<file path="src/rtl/lcs_pkg.sv">
/*
  Package of the LCD supply, port and interrupt-vector register bank:
  register offsets, field positions, write masks, vector codes, carriers
  and shared helper functions.
  Assumes a 32-bit classic Wishbone slave; each 16-bit register sits in
  the low half of one aligned word.
*/
package lcs_pkg;

  // Byte offsets of the register words
  localparam logic [7:0] ADR_CTL0 = 8'h00;
  localparam logic [7:0] ADR_CTL1 = 8'h04;
  localparam logic [7:0] ADR_VCTL = 8'h08;
  localparam logic [7:0] ADR_PCTL0 = 8'h0C;
  localparam logic [7:0] ADR_PCTL1 = 8'h10;
  localparam logic [7:0] ADR_PCTL2 = 8'h14;
  localparam logic [7:0] ADR_PCTL3 = 8'h18;
  localparam logic [7:0] ADR_CCP = 8'h1C;
  localparam logic [7:0] ADR_IV = 8'h20;

  // Reset value of every register
  localparam logic [15:0] REG_RST = 16'h0000;

  // Main control word fields
  localparam int C0_ON = 0;
  localparam int C0_MUX_LO = 3;
  localparam logic [15:0] C0_WMASK = 16'h0039;

  // Flag / enable word: flags in 3-0, enables in 11-8, same order
  localparam int FLG_FRM = 0;
  localparam int FLG_BOFF = 1;
  localparam int FLG_BON = 2;
  localparam int FLG_NOCAP = 3;
  localparam int C1_IE_LO = 8;
  localparam logic [15:0] C1_WMASK = 16'h0F0F;

  // Supply and bias control fields
  localparam int VC_HALF = 0;
  localparam int VC_REF_LO = 1;
  localparam int VC_PUMP = 3;
  localparam int VC_SUPEXT = 4;
  localparam int VC_EXTBIAS = 5;
  localparam int VC_V5PIN = 6;
  localparam int VC_BPINS = 7;
  localparam int VC_LVL_LO = 9;
  localparam logic [15:0] VC_WMASK = 16'h1EFF;

  // Pump control fields
  localparam int CP_SYNC = 15;
  localparam logic [15:0] CP_WMASK = 16'h80FF;

  // Reference select codes and mux rates
  localparam logic [1:0] REF_INT = 2'b00;
  localparam logic [1:0] REF_EXT = 2'b01;
  localparam logic [1:0] REF_PIN = 2'b10;
  localparam logic [1:0] REF_RSV = 2'b11;
  localparam logic [2:0] MUX_STATIC = 3'h0;
  localparam logic [2:0] MUX_5 = 3'h4;

  // Interrupt vector codes
  localparam logic [15:0] IV_NONE = 16'h0000;
  localparam logic [15:0] IV_NOCAP = 16'h0002;
  localparam logic [15:0] IV_BOFF = 16'h0004;
  localparam logic [15:0] IV_BON = 16'h0006;
  localparam logic [15:0] IV_FRM = 16'h0008;

  // Build options: segment count, shared commons, dedicated lines
  localparam int SEG_LINES = 54;
  localparam int SEG_MAX = 384;
  localparam logic COM_SHARED = 1'b1;
  localparam logic [63:0] DEDICATED = 64'h0000000000000000;

  // Decoded supply and bias state driven to the analogue side
  typedef struct packed {
    logic pump_run;
    logic supply_ext;
    logic ref_int;
    logic ref_ext;
    logic ref_pin;
    logic half_bias;
    logic ext_bias;
    logic bias_pins;
    logic v5_pin;
    logic [3:0] level;
  } lcs_supply_t;

  // Whole state of the register bank
  typedef struct packed {
    logic ack;
    logic [31:0] dat;
    logic [3:0] iv_pick;
    logic [15:0] ctl0;
    logic [15:0] ctl1;
    logic [15:0] vctl;
    logic [3:0][15:0] pctl;
    logic [15:0] ccp;
  } lcs_state_t;

  // Byte-lane merge of a write, reserved bits forced to zero
  function automatic logic [15:0] lcs_merge(input logic [15:0] old,
      input logic [15:0] wd, input logic [1:0] sel, input logic [15:0] msk);
    logic [15:0] v;
    v[15:8] = sel[1] ? wd[15:8] : old[15:8];
    v[7:0] = sel[0] ? wd[7:0] : old[7:0];
    return v & msk;
  endfunction

  // Segment enables that exist for this build; the rest read as zero
  function automatic logic [63:0] lcs_seg_ok();
    logic [63:0] m;
    m = 64'h003FFFFFFFFFFFFF;
    case (SEG_MAX)
      192: m = COM_SHARED ? 64'h000000007FFFFFFF : 64'h0000000000FFFFFF;
      256: m = COM_SHARED ? 64'h0000007FFFFFFFFF : 64'h00000000FFFFFFFF;
      320: m = COM_SHARED ? 64'h00007FFFFFFFFFFF : 64'h000000FFFFFFFFFF;
      default: m = COM_SHARED ? 64'h003FFFFFFFFFFFFF : 64'h0000FFFFFFFFFFFF;
    endcase
    return m;
  endfunction

endpackage

</file>
<file path="src/rtl/lcs_irq_prio.sv">
/*
  Priority encoder of the interrupt vector: picks the highest pending
  enabled source and gives its code and a one-hot pick.
  Assumes flag and enable bits in the order of the flag word.
*/
`timescale 1ns/1ns
module lcs_irq_prio
  import lcs_pkg::*;
(
  input wire logic [3:0] flag_i, // Sticky flags
  input wire logic [3:0] en_i, // Source enables
  output logic [15:0] vec_o, // Vector code
  output logic [3:0] pick_o // One-hot reported source
);

  logic [3:0] pend;

  // Pending means flag and enable together
  assign pend = flag_i & en_i;

  // No-capacitor first, frame last
  always_comb begin
    vec_o = IV_NONE;
    pick_o = 4'h0;
    if (pend[FLG_NOCAP]) begin
      vec_o = IV_NOCAP;
      pick_o[FLG_NOCAP] = 1'b1;
    end else if (pend[FLG_BOFF]) begin
      vec_o = IV_BOFF;
      pick_o[FLG_BOFF] = 1'b1;
    end else if (pend[FLG_BON]) begin
      vec_o = IV_BON;
      pick_o[FLG_BON] = 1'b1;
    end else if (pend[FLG_FRM]) begin
      vec_o = IV_FRM;
      pick_o[FLG_FRM] = 1'b1;
    end
  end

endmodule // lcs_irq_prio

</file>
<file path="src/rtl/lcs_regs.sv">
/*
  LCD supply, segment-port and interrupt-vector register bank with a
  classic Wishbone slave. Decodes supply, reference, bias, pump and
  segment-pin function from the registers.
  Assumes synchronous event pulses from the waveform and blink logic and
  a display-memory write strobe from the memory block.
*/
// Contract
// - Supply source bit: 0 internal supply, 1 external supply.
// - Pump runs only if enabled, internal supply, and level or reference nonzero.
// - Reference code 00 internal, 01 external, 10 internal routed to pin.
// - Reference code 11 acts as external reference.
// - External bias or bias on pins forces internal reference.
// - Bias bit: 0 one-third, 1 one-half bias.
// - Static or five-mux and above ignore bias bit, use one-third.
// - Segment enable 0 gives pin to port, 1 to LCD.
// - Dedicated LCD pins are always LCD lines.
// - Four enable registers cover lines 0-53; upper bits of last read zero.
// - 192-segment builds reserve enable 31 or enables 24-31.
// - 256 and 320 builds reserve upper enables per common sharing.
// - Sync bit 15 syncs pump clock while clock enabled without fault.
// - Permit bit 1 lets its function stop the pump; 0 blocks it.
// - Vector reads 00, 02, 04, 06, 08 per source.
// - Highest-priority pending source reported; no-capacitor highest, frame lowest.
// - Vector register is read-only and reads zero after reset.
// - Module-on bit turns module off at 0, on at 1.
// - Mux rate 000 static, 001 to 111 two- to eight-mux.
// - No-capacitor flag sets when pump enabled and capacitor missing; the code sets it only while pump_run is high.
// - Blink and frame flags clear on display memory write.
`timescale 1ns/1ns
module lcs_regs
  import lcs_pkg::*;
(
  input wire logic clk_i, // 50 MHz clock
  input wire logic rst_i, // Synchronous reset, high
  input wire logic wb_cyc_i, // Wishbone cycle
  input wire logic wb_stb_i, // Wishbone strobe
  input wire logic wb_we_i, // Write enable
  input wire logic [7:0] wb_adr_i, // Byte address
  input wire logic [3:0] wb_sel_i, // Byte lanes
  input wire logic [31:0] wb_dat_i, // Write data
  output logic [31:0] wb_dat_o, // Read data
  output logic wb_ack_o, // Acknowledge
  input wire logic nocap_detect_i, // Capacitor absent on pump pin
  input wire logic blink_off_evt_i, // Blink segments-off pulse
  input wire logic blink_on_evt_i, // Blink segments-on pulse
  input wire logic frame_evt_i, // Frame pulse
  input wire logic mem_wr_i, // Display memory write strobe
  input wire logic sync_clk_en_i, // Sync clock source running
  input wire logic sync_clk_fault_i, // Sync clock source fault
  input wire logic [7:0] pump_dis_req_i, // Functions asking pump off
  output logic module_on_o, // Whole module on
  output logic [2:0] mux_rate_o, // Mux rate code
  output lcs_supply_t supply_o, // Supply, reference, bias decode
  output logic pump_sync_o, // Pump clock synchronised
  output logic [SEG_LINES-1:0] seg_lcd_o // 1: pin is LCD segment
);

  lcs_state_t st_r, st_nxt;
  logic [63:0] seg_ok;
  logic [63:0] pctl_flat;
  logic [15:0] iv_vec;
  logic [3:0] iv_pick;
  logic [1:0] ref_sel;
  logic [2:0] mux;
  logic bias_override;
  logic pump_blocked;
  logic req_first;
  logic wr_fire;
  logic rd_fire;
  logic [15:0] rd_val;
  logic [3:0] fl;

  assign seg_ok = lcs_seg_ok();
  assign pctl_flat = st_r.pctl;
  assign mux = st_r.ctl0[C0_MUX_LO +: 3];
  assign ref_sel = st_r.vctl[VC_REF_LO +: 2];

  // Bus phases: first cycle captures read data, ack cycle commits
  assign req_first = wb_cyc_i & wb_stb_i & ~st_r.ack;
  assign wr_fire = wb_cyc_i & wb_stb_i & wb_we_i & st_r.ack;
  assign rd_fire = wb_cyc_i & wb_stb_i & ~wb_we_i & st_r.ack;

  lcs_irq_prio u_prio (
    .flag_i(st_r.ctl1[3:0]),
    .en_i(st_r.ctl1[C1_IE_LO +: 4]),
    .vec_o(iv_vec),
    .pick_o(iv_pick)
  );

  // Read multiplexer; unmapped words read zero
  always_comb begin
    rd_val = 16'h0000;
    case (wb_adr_i)
      ADR_CTL0: rd_val = st_r.ctl0;
      ADR_CTL1: rd_val = st_r.ctl1;
      ADR_VCTL: rd_val = st_r.vctl;
      ADR_PCTL0: rd_val = st_r.pctl[0];
      ADR_PCTL1: rd_val = st_r.pctl[1];
      ADR_PCTL2: rd_val = st_r.pctl[2];
      ADR_PCTL3: rd_val = st_r.pctl[3];
      ADR_CCP: rd_val = st_r.ccp;
      ADR_IV: rd_val = iv_vec;
      default: rd_val = 16'h0000;
    endcase
  end

  // Next state of the whole bank
  always_comb begin
    st_nxt = st_r;
    st_nxt.ack = req_first;
    st_nxt.iv_pick = 4'h0;
    if (req_first) begin
      st_nxt.dat = {16'h0000, rd_val};
      // Latch the reported source so the ack edge clears that one
      if (!wb_we_i && wb_adr_i == ADR_IV) begin
        st_nxt.iv_pick = iv_pick;
      end
    end
    // Writes take effect only at the acknowledged edge
    if (wr_fire) begin
      case (wb_adr_i)
        ADR_CTL0: st_nxt.ctl0 = lcs_merge(st_r.ctl0, wb_dat_i[15:0], wb_sel_i[1:0],
            C0_WMASK);
        ADR_CTL1: st_nxt.ctl1 = lcs_merge(st_r.ctl1, wb_dat_i[15:0], wb_sel_i[1:0],
            C1_WMASK);
        ADR_VCTL: st_nxt.vctl = lcs_merge(st_r.vctl, wb_dat_i[15:0], wb_sel_i[1:0],
            VC_WMASK);
        // Missing enables stay zero for this build
        ADR_PCTL0: st_nxt.pctl[0] = lcs_merge(st_r.pctl[0], wb_dat_i[15:0],
            wb_sel_i[1:0], seg_ok[15:0]);
        ADR_PCTL1: st_nxt.pctl[1] = lcs_merge(st_r.pctl[1], wb_dat_i[15:0],
            wb_sel_i[1:0], seg_ok[31:16]);
        ADR_PCTL2: st_nxt.pctl[2] = lcs_merge(st_r.pctl[2], wb_dat_i[15:0],
            wb_sel_i[1:0], seg_ok[47:32]);
        ADR_PCTL3: st_nxt.pctl[3] = lcs_merge(st_r.pctl[3], wb_dat_i[15:0],
            wb_sel_i[1:0], seg_ok[63:48]);
        ADR_CCP: st_nxt.ccp = lcs_merge(st_r.ccp, wb_dat_i[15:0], wb_sel_i[1:0],
            CP_WMASK);
        default: st_nxt.ccp = st_r.ccp; // Vector and holes ignore writes
      endcase
    end
    // Flags: software value, then clears, then hardware sets win
    fl = st_nxt.ctl1[3:0];
    if (mem_wr_i) begin
      fl[FLG_FRM] = 1'b0;
      fl[FLG_BOFF] = 1'b0;
      fl[FLG_BON] = 1'b0;
    end
    if (rd_fire) begin
      fl = fl & ~st_r.iv_pick;
    end
    if (nocap_detect_i && supply_o.pump_run) begin
      fl[FLG_NOCAP] = 1'b1;
    end
    if (blink_off_evt_i) begin
      fl[FLG_BOFF] = 1'b1;
    end
    if (blink_on_evt_i) begin
      fl[FLG_BON] = 1'b1;
    end
    if (frame_evt_i) begin
      fl[FLG_FRM] = 1'b1;
    end
    st_nxt.ctl1[3:0] = fl;
  end

  // State register; every field resets to zero
  always_ff @(posedge clk_i) begin
    if (rst_i) begin
      st_r <= '0;
    end else begin
      st_r <= st_nxt;
    end
  end

  assign wb_ack_o = st_r.ack;
  assign wb_dat_o = st_r.dat;

  // Bias from pins or outside makes the reference selector moot
  assign bias_override = st_r.vctl[VC_EXTBIAS] | st_r.vctl[VC_BPINS];
  // Any permitted function may pull the pump down
  assign pump_blocked = |(pump_dis_req_i & st_r.ccp[7:0]);

  // Supply, reference and bias decode for the analogue side
  always_comb begin
    supply_o = '0;
    supply_o.supply_ext = st_r.vctl[VC_SUPEXT];
    supply_o.pump_run = st_r.vctl[VC_PUMP] & ~st_r.vctl[VC_SUPEXT] &
        ((st_r.vctl[VC_LVL_LO +: 4] != 4'h0) | (ref_sel != REF_INT)) &
        ~pump_blocked;
    if (bias_override) begin
      supply_o.ref_int = 1'b1;
    end else begin
      case (ref_sel)
        REF_INT: supply_o.ref_int = 1'b1;
        REF_EXT: supply_o.ref_ext = 1'b1;
        REF_PIN: begin
          supply_o.ref_int = 1'b1;
          supply_o.ref_pin = 1'b1;
        end
        REF_RSV: supply_o.ref_ext = 1'b1;
        default: supply_o.ref_int = 1'b1;
      endcase
    end
    // Static and five-mux or more force one-third bias
    supply_o.half_bias = st_r.vctl[VC_HALF] & (mux != MUX_STATIC) & (mux < MUX_5);
    supply_o.ext_bias = st_r.vctl[VC_EXTBIAS];
    supply_o.bias_pins = st_r.vctl[VC_BPINS] & ~st_r.vctl[VC_EXTBIAS];
    supply_o.v5_pin = st_r.vctl[VC_V5PIN];
    supply_o.level = st_r.vctl[VC_LVL_LO +: 4];
  end

  // Sync only while the chosen clock runs clean
  assign pump_sync_o = st_r.ccp[CP_SYNC] & sync_clk_en_i & ~sync_clk_fault_i;

  // Shared pins follow their enable, dedicated ones are always LCD
  assign seg_lcd_o = pctl_flat[SEG_LINES-1:0] | DEDICATED[SEG_LINES-1:0];

  assign module_on_o = st_r.ctl0[C0_ON];
  assign mux_rate_o = mux;
endmodule // lcs_regs

</file>
<file path="config.mk">
export PLATFORM = sky130hd
export DESIGN_NAME = lcs_regs
export DESIGN_NICKNAME = d
export VERILOG_FILES = /design/src/rtl/lcs_pkg.sv /design/src/rtl/lcs_irq_prio.sv /design/src/rtl/lcs_regs.sv
export SDC_FILE = /design/constraint.sdc
export NUM_CORES = 1
export LEC_CHECK = 0
export BUFFER_PORTS_ARGS = -buffer_cell sky130_fd_sc_hd__clkbuf_2
export CORE_MARGIN = 5
export CORE_UTILIZATION = 58
export CTS_BUF_LIST = sky130_fd_sc_hd__clkbuf_2 sky130_fd_sc_hd__clkbuf_4 sky130_fd_sc_hd__clkbuf_8
export DETAILED_ROUTE_END_ITERATION = 6
export PLACE_DENSITY = 0.88
export SETUP_SLACK_MARGIN = 0.2
export SKIP_LAST_GASP = 1
export SLEW_MARGIN = 20
export SYNTH_ARGS = -nofsm -noshare
export SYNTH_HDL_FRONTEND = slang
export SYNTH_HIERARCHICAL = 1
export SYNTH_SLANG_ARGS = --single-unit
</file>
<file path="constraint.sdc">
create_clock -name clk_i -period 3.1 [get_ports clk_i]
set_clock_uncertainty 0.15 [all_clocks]
set_input_delay 0.155 -clock clk_i [delete_from_list [all_inputs] [get_ports clk_i]]
set_output_delay 0.155 -clock clk_i [all_outputs]
set_load 0.005 [all_outputs]
</file>
**After elaboration in Yosys (flattened, before gate mapping)**

Index checks and enable logic that the tools add are counted.

- Register bits after elaboration: 108
- Latch bits: 0
- RAM bits: 0
- Bits in read-only memories: 0
- Bits of input ports: 64
- Logic and storage cells: 128
- Memories: 0

- Add/sub/neg operators: 0
- Multiply operators: 0
- Divide/modulo/power cells: 0
- Magnitude comparators: 1
- Equal/unequal tests: 11
- Shift-type cells: 0
- Muxes and demuxes: 40
- Bitwise operators: 28
- Reductions and logical operators: 28

Operators by type and width:

| kind | number |
|---|---|
| 16-bit one-hot mux with 9 select lines | 1 |
| 16-bit two-way mux | 7 |
| 100-bit two-way mux | 1 |
| 8-bit two-way mux | 9 |
| 3-bit AND reduction | 13 |
| 8-bit by 5-bit equality test with 1-bit output, second input constant | 4 |
| 8-bit by 4-bit equality test with 1-bit output, second input constant | 2 |
| 4-bit two-way mux | 4 |
| 1-bit AND | 14 |
| 13-bit two-way mux | 1 |
| 1-bit two-way mux | 12 |
| 6-bit two-way mux | 2 |
| 4-bit AND | 2 |
| 8-bit AND | 1 |
| 8-bit by 3-bit equality test with 1-bit output, second input constant | 1 |
| 8-bit by 6-bit equality test with 1-bit output, second input constant | 1 |
| 8-bit logical NOT | 1 |
| 1-bit inverter | 8 |
| 8-bit OR reduction | 1 |
| 6-bit OR reduction | 1 |
| 5-bit two-way mux | 1 |
| 5-bit OR reduction | 1 |
| 2-bit equality test, second input constant | 2 |
| 4-bit inverter | 1 |
| 14 further kinds | 17 |

**Logic depth before layout (Yosys ltp)**

Gate-level depths: netlist (run 1).

- Word-level depth: 8
- Mapped depth: 7

**Cells and area by module**

The synthesis (run 1) kept the hierarchy.

Modules (own cells, without submodules):

| module | times used | cells each | area each (um2) | sequential area each (um2) |
|---|---|---|---|---|
| lcs_regs | 1 | 595 | 5719.2 | 2162.1 |
| lcs_irq_prio | 1 | 24 | 170.2 | 0.0 |

**Least setup slack after synthesis (run 1)**

OpenSTA, ideal clock, no wires.

- Path kind: flip-flop to flip-flop
- Start: reg st_r, in the netlist wb_ack_o
- End: reg st_r, in the netlist seg_lcd_o[48]
- Setup time: 0.128 ns
- Arrival: 1.590 ns
- Data required time: 2.822 ns
- Path slack: 1.232 ns
- Cell stages (with the launch flop): 7
- Period minus slack after synthesis: 1.868 ns
- Path through: dfxtp_1 -> and4_1 -> clkbuf_1 -> buf_2 -> nand4_1 -> mux2i_1 -> nor2_1

- Word-level cells in the longest chain between the ends: 2

RTL lines:

| what | line | source |
|---|---|---|
| start, declared | lcs_regs.sv:59 | `lcs_state_t st_r, st_nxt;` |
| start signal, assigned | lcs_regs.sv:173 | `st_r <= st_nxt;` |
| 1-bit AND | lcs_regs.sv:81 | `assign wr_fire = wb_cyc_i & wb_stb_i & wb_we_i & st_r.ack;` |
| 3-bit AND reduction (no line) | n/a |  |

Every way passes these cells.
A chain may end at the register's enable or synchronous reset.

**Worst setup path in the final report (run 1)**

- Start: reg st_r, in the netlist wb_ack_o
- End: reg st_r[97] (netlist bit)

- Word-level cells in the longest chain between the ends: 6
- Elaborated cells between the ends (all ways): 7
- Classes of those cells: mux (4); bitwise (3)

RTL lines:

| what | line | source |
|---|---|---|
| 1-bit AND | lcs_regs.sv:81 |  |
| 100-bit two-way mux | lcs_regs.sv:121 | `if (wr_fire) begin` |
| 3-bit two-way mux | lcs_regs.sv:145 | `if (mem_wr_i) begin` |
| 4-bit AND | lcs_regs.sv:151 | `fl = fl & ~st_r.iv_pick;` |
| 4-bit two-way mux * | lcs_regs.sv:150 | `if (rd_fire) begin` |
| 1-bit two-way mux * | lcs_regs.sv:156 | `if (blink_off_evt_i) begin` |

Mark *: on every way between the ends. The rest lies on a longest branch, timed or not.

==> run summary, run 1 <==
status: finished clean
clk sinks: 108
P per Cell Area: 392 mW/mm^2
CTS tree: done
Hold Fails Final Rpt: 0
post-layout minimum cycle time: 2540 ps
initial DRC count: 528
Clk Latency, worst-skew pair: 380 ps
Via density: 5.92
ys async rst share: 0%
combinational share of power: 7.2%
TritonCTS Buffers: 9
Yosys top cell by area: dfxtp_1
Diodes inserted: 0
Layout area overhead: 7.99%
final core occ: 64.8%
Req. time, crit path: 3220 ps
Top-Level Pins: 169
# nets final: 742
crit path capture type: register
post-route antenna net violation count: 0
Die Span Y: 111 microns
DR WL/cell: 19.4 microns
GPL Wtd Cong: 0.929
crit path DAT: 2660 ps
clock-pin slew on the worst setup and hold paths: 100 ps
Hold Crit Class: input pin to register
most used flip-flop cell after synthesis: dfxtp_1
final setup violation count: 0
Yosys warning count: 6
drt total wl: 15800 microns
Total Routing Usage GR: 24.8%
unrepaired setup endpoints after global routing: false
top post-synthesis cells by area: dfxtp_1, mux2i_1, buf_4, nor2_1, a22o_1
Clock power frac: 36.9%
Slew Limit Fails: 0
Cells after Synth: 619
Vias: 4831
first-pass GRT wire length: 24700 microns
sequential share of power: 55.8%
Slew headroom: 25.0%
ratio of cells with drive above 1 in the final layout: 28.3%
Mapped Area: 0.00589 sq mm
synth unique cells: 52
Sw Ratio: 23.6%
Die X: 111 microns
Setup TNS: 0 ps
detailed-placement wirelength estimate: 11600 microns
critical path type: register to register
crit start category: register
H-tree depth: 3
# port buffers: 134
core area: 0.00982 sq mm
First-pass DRT Iterations: 5
NetSw: 0.000589 W
die outline area: 0.0123 sq mm
vias in the first global route: 4532
Post-CTS Setup Bufs: 0
clock tree buffer depth: 2
Leak: 3.37 nW
Starting Density: 60.0%
initial antenna violation count: 0
grt ovf: 0
Worst VDD drop: 0.000277 V
Achievable Freq: 394 MHz
max-capacitance violation count: 0
number of enable flip-flop cells after synthesis: 0
largest fanout on the critical path: 14
Worst Max-Slew Pin Slew: 1120 ps
Root Buffer: clkbuf_8
Min Hold Slack: 22.8 ps
Pint: 0.00191 W
Seq/Total Area, Yosys: 36.7%
Synth Area per Inst: 9.51 sq um
largest net degree at the start of global routing: 62
top cell type's share of synthesized area: 36.7%
Cell Rows: 36
final worst path period share: 81.9%
post-synthesis register bit count: 108
DRC: 0
==> cells in the mapped netlist (8+ instances only) <==
library cell,n
a22o_1,16
and2_1,8
buf_2,13
buf_4,113
clkbuf_1,20
dfxtp_1,108
mux2i_1,87
nand2_1,20
nand4_1,12
nand4_2,9
nor2_1,90
o211ai_1,9
==> metrics by stage <==
| step | setup slack, ps | instances | area, sq um | total power [W] |
|---|---|---|---|---|
| finish | 561 | 816 | 6360 | 0.00250 |
| global route | 468 | 816 | 6360 | 0.00257 |
| CTS | 585 | 816 | 6360 | 0.00250 |
| detailed placement | 692 | 780 | 5940 | 0.00158 |
| global placement | 724 | 780 | 5940 | 0.00158 |
| floorplan | 1230 | 646 | 5990 | 0.00154 |
==> cell families after synthesis <==
group | share of synthesized area [%]
flops | 36.7
buf+inv | 17.2
compound gates | 10.3
mux | 18.4
other cells | 0.128
simple gates | 17.2
==> placed cells by master, fill, tap and decap left out, types with 8 or more instances in the layout <==
cell type      count
nand4_2            9
a22o_1            16
dfxtp_1          108
buf_4             13
nor2_1            90
clkbuf_2         134
mux2i_1           87
o211ai_1           9
and2_1             8
dlygate4sd3_1     20
nand2_1           20
conb_1            29
nand4_1           12
clkbuf_8          12
==> timing repair <==
item,in CTS,in global routing
hold buffers,20,0
hold endpoints to repair,62,0
resized for setup,0,0
endpoints found under the setup margin,0,0
==> final timing paths <==
check                             startpoint           end  slack, ps  cells past startpoint
worst max register to register      wb_ack_o      st_r[97]        560                      5
worst min register to register  wb_dat_o[15]  wb_dat_o[15]        320                      2
worst max-delay path                wb_ack_o      st_r[97]        560                      5
worst min-delay path             wb_dat_i[2]    ref_sel[1]         20                      3
==> sequential cells by signal, indices dropped and copies added, names as in the netlist <==
signal,cells
wb_ack_o,1
wb_dat_o,16
mux_rate_o,3
ref_sel,2
module_on_o,1
supply_o,7
st_r,24
seg_lcd_o,54
==> area by class of cell <==
type | instances | area (sq um)
fillers | 791 | 3460
clock inverters | 3 | 43.8
repair buffers | 167 | 968
clock buffers | 13 | 173
flip-flops and latches | 108 | 2160
well taps | 133 | 166
inverters | 7 | 26.3
multi-input cells | 385 | 2820
==> power groups by stage <==
| stage | Sequential, W | Combinational, W | Clock [W] |
|---|---|---|---|
| after floorplan | 0.00142 | 0.000114 | 0 |
| after global placement | 0.00143 | 0.000150 | 0 |
| after detailed placement | 0.00143 | 0.000154 | 0 |
| after CTS | 0.00139 | 0.000175 | 0.000927 |
| after global routing | 0.00139 | 0.000194 | 0.000979 |
| final | 0.00139 | 0.000181 | 0.000921 |
==> worst max-delay path: stages, from the launching register on <==
cell and delay (ps):
dfxtp_1 370, and4_1 640, nand4_2 350, mux2i_1 250, o22ai_1 100, dlygate4sd3_1 580
==> layer usage <==
layer  GRT usage (%)  vias up  wire length, microns
li1                -     2187                     -
met1            32.9     2288                  6360
met2            39.6      323                  7400
met3            6.22       33                  1740
met4            8.05        0                   310
met5               0        -                     0
Note: power is estimated with default switching activity, not from simulation.
==> run 2, diff against run 1 <==
--- a/config.mk
+++ b/config.mk
@@ -7,10 +7,10 @@
 export LEC_CHECK = 0
 export BUFFER_PORTS_ARGS = -buffer_cell sky130_fd_sc_hd__clkbuf_2
 export CORE_MARGIN = 5
-export CORE_UTILIZATION = 58
+export CORE_UTILIZATION = 54
 export CTS_BUF_LIST = sky130_fd_sc_hd__clkbuf_2 sky130_fd_sc_hd__clkbuf_4 sky130_fd_sc_hd__clkbuf_8
 export DETAILED_ROUTE_END_ITERATION = 6
-export PLACE_DENSITY = 0.88
+export PLACE_DENSITY = 0.83
 export SETUP_SLACK_MARGIN = 0.2
 export SKIP_LAST_GASP = 1
 export SLEW_MARGIN = 20
==> constraint.sdc (replaced) <==
create_clock -name clk_i -period 2.5 [get_ports clk_i]
set_clock_uncertainty 0.15 [all_clocks]
set_input_delay 0.125 -clock clk_i [delete_from_list [all_inputs] [get_ports clk_i]]
set_output_delay 0.125 -clock clk_i [all_outputs]
set_load 0.005 [all_outputs]
==> run 2 against run 1 <==
The flow now finishes with violations (DRC). Sequential share of layout area down 0.31 points. Largest cell class unchanged. Register-to-register slack worse by 170 ps. First-iteration DRC count down 15%. Combinational power up 30%. Utilization down 5.0 points. Hold slack worse by 2.7 ps. Highest routed layer unchanged.
==> run summary, run 2 (synthesis results as in run 1) <==
initial antenna violation count: 0 (unchanged)
Setup TNS: 0 ps (unchanged)
Cell Area, Placed: 0.00600 sq mm (+0.91%)
Post-CTS Setup Bufs: 0 (unchanged)
Via density: 5.77 (-2.6%)
CTS tree: done
delay-heaviest family, CP: buffers and inverters
Root Buffer: clkbuf_8
first-pass GRT wire length: 25200 microns (+2.0%)
max-capacitance violation count: 0 (unchanged)
Slew headroom: 62.7% (+38 points)
crit start category: register
Worst Max-Slew Pin Slew: 558 ps (-564 ps)
Starting Density: 54.8% (-5.2 points)
critical path type: register to register
combinational share of power: 7.9% (+0.7 points)
Clk Latency, worst-skew pair: 380 ps (about the same)
unrepaired setup endpoints after global routing: false
failing checks: DRC
filler cell count in the final layout: 919 (+16%)
DRC: 7 (+7)
Achievable Freq: 473 MHz (+20%)
largest net degree at the start of global routing: 44 (-29%)
# port buffers: 134 (unchanged)
First-pass DRT Iterations: 7 (+2)
die outline area: 0.0131 sq mm (+6.7%)
max FFs per register: 54 (unchanged)
most frequent cells in the layout: clkbuf_2, dfxtp_1, nor2_1
Sw Ratio: 24.8% (+1.3 points)
ratio of cells with drive above 1 in the final layout: 28.8% (+0.50 points)
H-tree depth: 3 (unchanged)
Die X: 114 microns (+3.3%)
worst path bufs/invs: 2 (+1)
Hold Crit Class: input pin to register
initial DRC count: 450 (-15%)
P per Cell Area: 464 mW/mm^2 (+18%)
clock tree buffer depth: 2 (unchanged)
Hold Fails Final Rpt: 0 (unchanged)
detailed-placement wirelength estimate: 12100 microns (+4.4%)
Clock power frac: 34.1% (-2.8 points)
grt ovf: 0 (unchanged)
final worst path period share: 84.5% (+2.6 points)
vias in the first global route: 4799 (+5.9%)
sequential share of power: 58.0% (+2.2 points)
Slew Limit Fails: 0 (unchanged)
crit path DAT: 2230 ps (-430 ps)
status: finished, violations left
commonest non-fill, non-tap cell in the layout: clkbuf_2
crit path capture type: register
GPL Wtd Cong: 0.983 (+5.8%)
Worst path max stage delay: 580 ps (-60 ps)
Worst VDD drop: 0.000241 V (-13%)
Pint: 0.00224 W (+17%)
Diodes inserted: 0 (unchanged)
NetSw: 0.000740 W (+26%)
Die Span Y: 114 microns (+3.3%)
TritonCTS Buffers: 9 (unchanged)
Top-Level Pins: 169 (unchanged)
core area: 0.0107 sq mm (+9.4%)
DR WL/cell: 19.3 microns (-0.18%)
final setup violation count: 0 (unchanged)
clock-pin slew on the worst setup and hold paths: 100 ps (about the same)
Req. time, crit path: 2620 ps (-600 ps)
largest fanout on the critical path: 14 (unchanged)
clk sinks: 108 (unchanged)
Total Routing Usage GR: 24.4% (-0.38 points)
Leak: 3.38 nW (+0.30%)
Final Cell Area: 0.00642 sq mm (+0.92%)
Cell Rows: 38 (+5.6%)
drt total wl: 16100 microns (+1.8%)
Vias: 4799 (-0.66%)
post-route antenna net violation count: 0 (unchanged)
# nets final: 751 (+1.2%)
Slowest-stage cell, CP: dlygate4sd3_1
Layout area overhead: 8.99%
worst-path cell chain: and4_1 -> buf_4 -> nand4_4 -> mux2i_1 -> o22ai_1 -> dlygate4sd3_1
post-layout minimum cycle time: 2110 ps (-427 ps)
==> run 2: cell types whose count changed in the layout (fill, tap and decap cells not counted), moves of 2 or more <==
cell	previous run	this run
clkbuf_8	12	10
dlygate4sd3_1	20	23
clkbuf_4	1	3
buf_4	13	19
clkinvlp_4	0	3
==> run 2: what timing repair did <==
action / 4_1_cts / 5_1_grt
setup endpoints to repair: 0 / 1
hold buffers: 23 / 0
resized for setup: 0 / 1
hold endpoints to repair: 75 / 0
==> run 2: path summary, 6_finish.rpt <==
kind,from,to,slack (ps),depth (start not counted)
min,wb_sel_i[1],st_r[15],20,4
max reg2reg,wb_ack_o,st_r[97],390,6
min reg2reg,wb_dat_o[13],wb_dat_o[13],310,2
max,wb_ack_o,st_r[97],390,6
==> run 2: power by group through the flow <==
stage | clock, W | combinational, W | sequential [W]
after floorplan | 0 | 0.000141 | 0.00177
after global placement | 0 | 0.000191 | 0.00177
after detailed placement | 0 | 0.000198 | 0.00177
after CTS | 0.00101 | 0.000227 | 0.00173
after global routing | 0.00109 | 0.000253 | 0.00173
final | 0.00101 | 0.000235 | 0.00173
==> run 2: tightest hold or removal path, delay by kind of cell <==
family / cells / cell delay [ps]
buffers and inverters: 1 / 140
and+or+nand+nor: 2 / 170
muxes: 1 / 70
==> run 2: layout make-up <==
class	count	area [sq um]	share of cell area, %
Clock inverter	3	22.5	0.351
Timing Repair Buffer	176	1040	16.3
Multi-Input combinational cell	385	2830	44.1
Tap cell	140	175	2.73
Inverter	7	26.3	0.409
Clock buffer	13	160	2.50
Sequential cell	108	2160	33.7
==> run 2: stage by stage <==
stage                     power [W]  worst slack (ps)  instances  utilization [%]  hold slack (ps)
after global placement      0.00196               427        793             55.8              227
after global routing        0.00308               277        832             59.7             39.4
after CTS                   0.00297               327        832             59.7             8.52
final                       0.00298               387        832             59.7             20.0
after detailed placement    0.00197               294        793             55.8              229
after floorplan             0.00191               632        646                -              119
==> run 2: metal layers <==
layer / vias to the layer above / routed length (microns) / GRT usage [%]
met2: 307 / 7330 / 38.5
li1: 2207 / - / -
met5: - / 0 / 0
met4: 0 / 545 / 10.5
met1: 2234 / 6550 / 32.4
met3: 51 / 1660 / 5.07
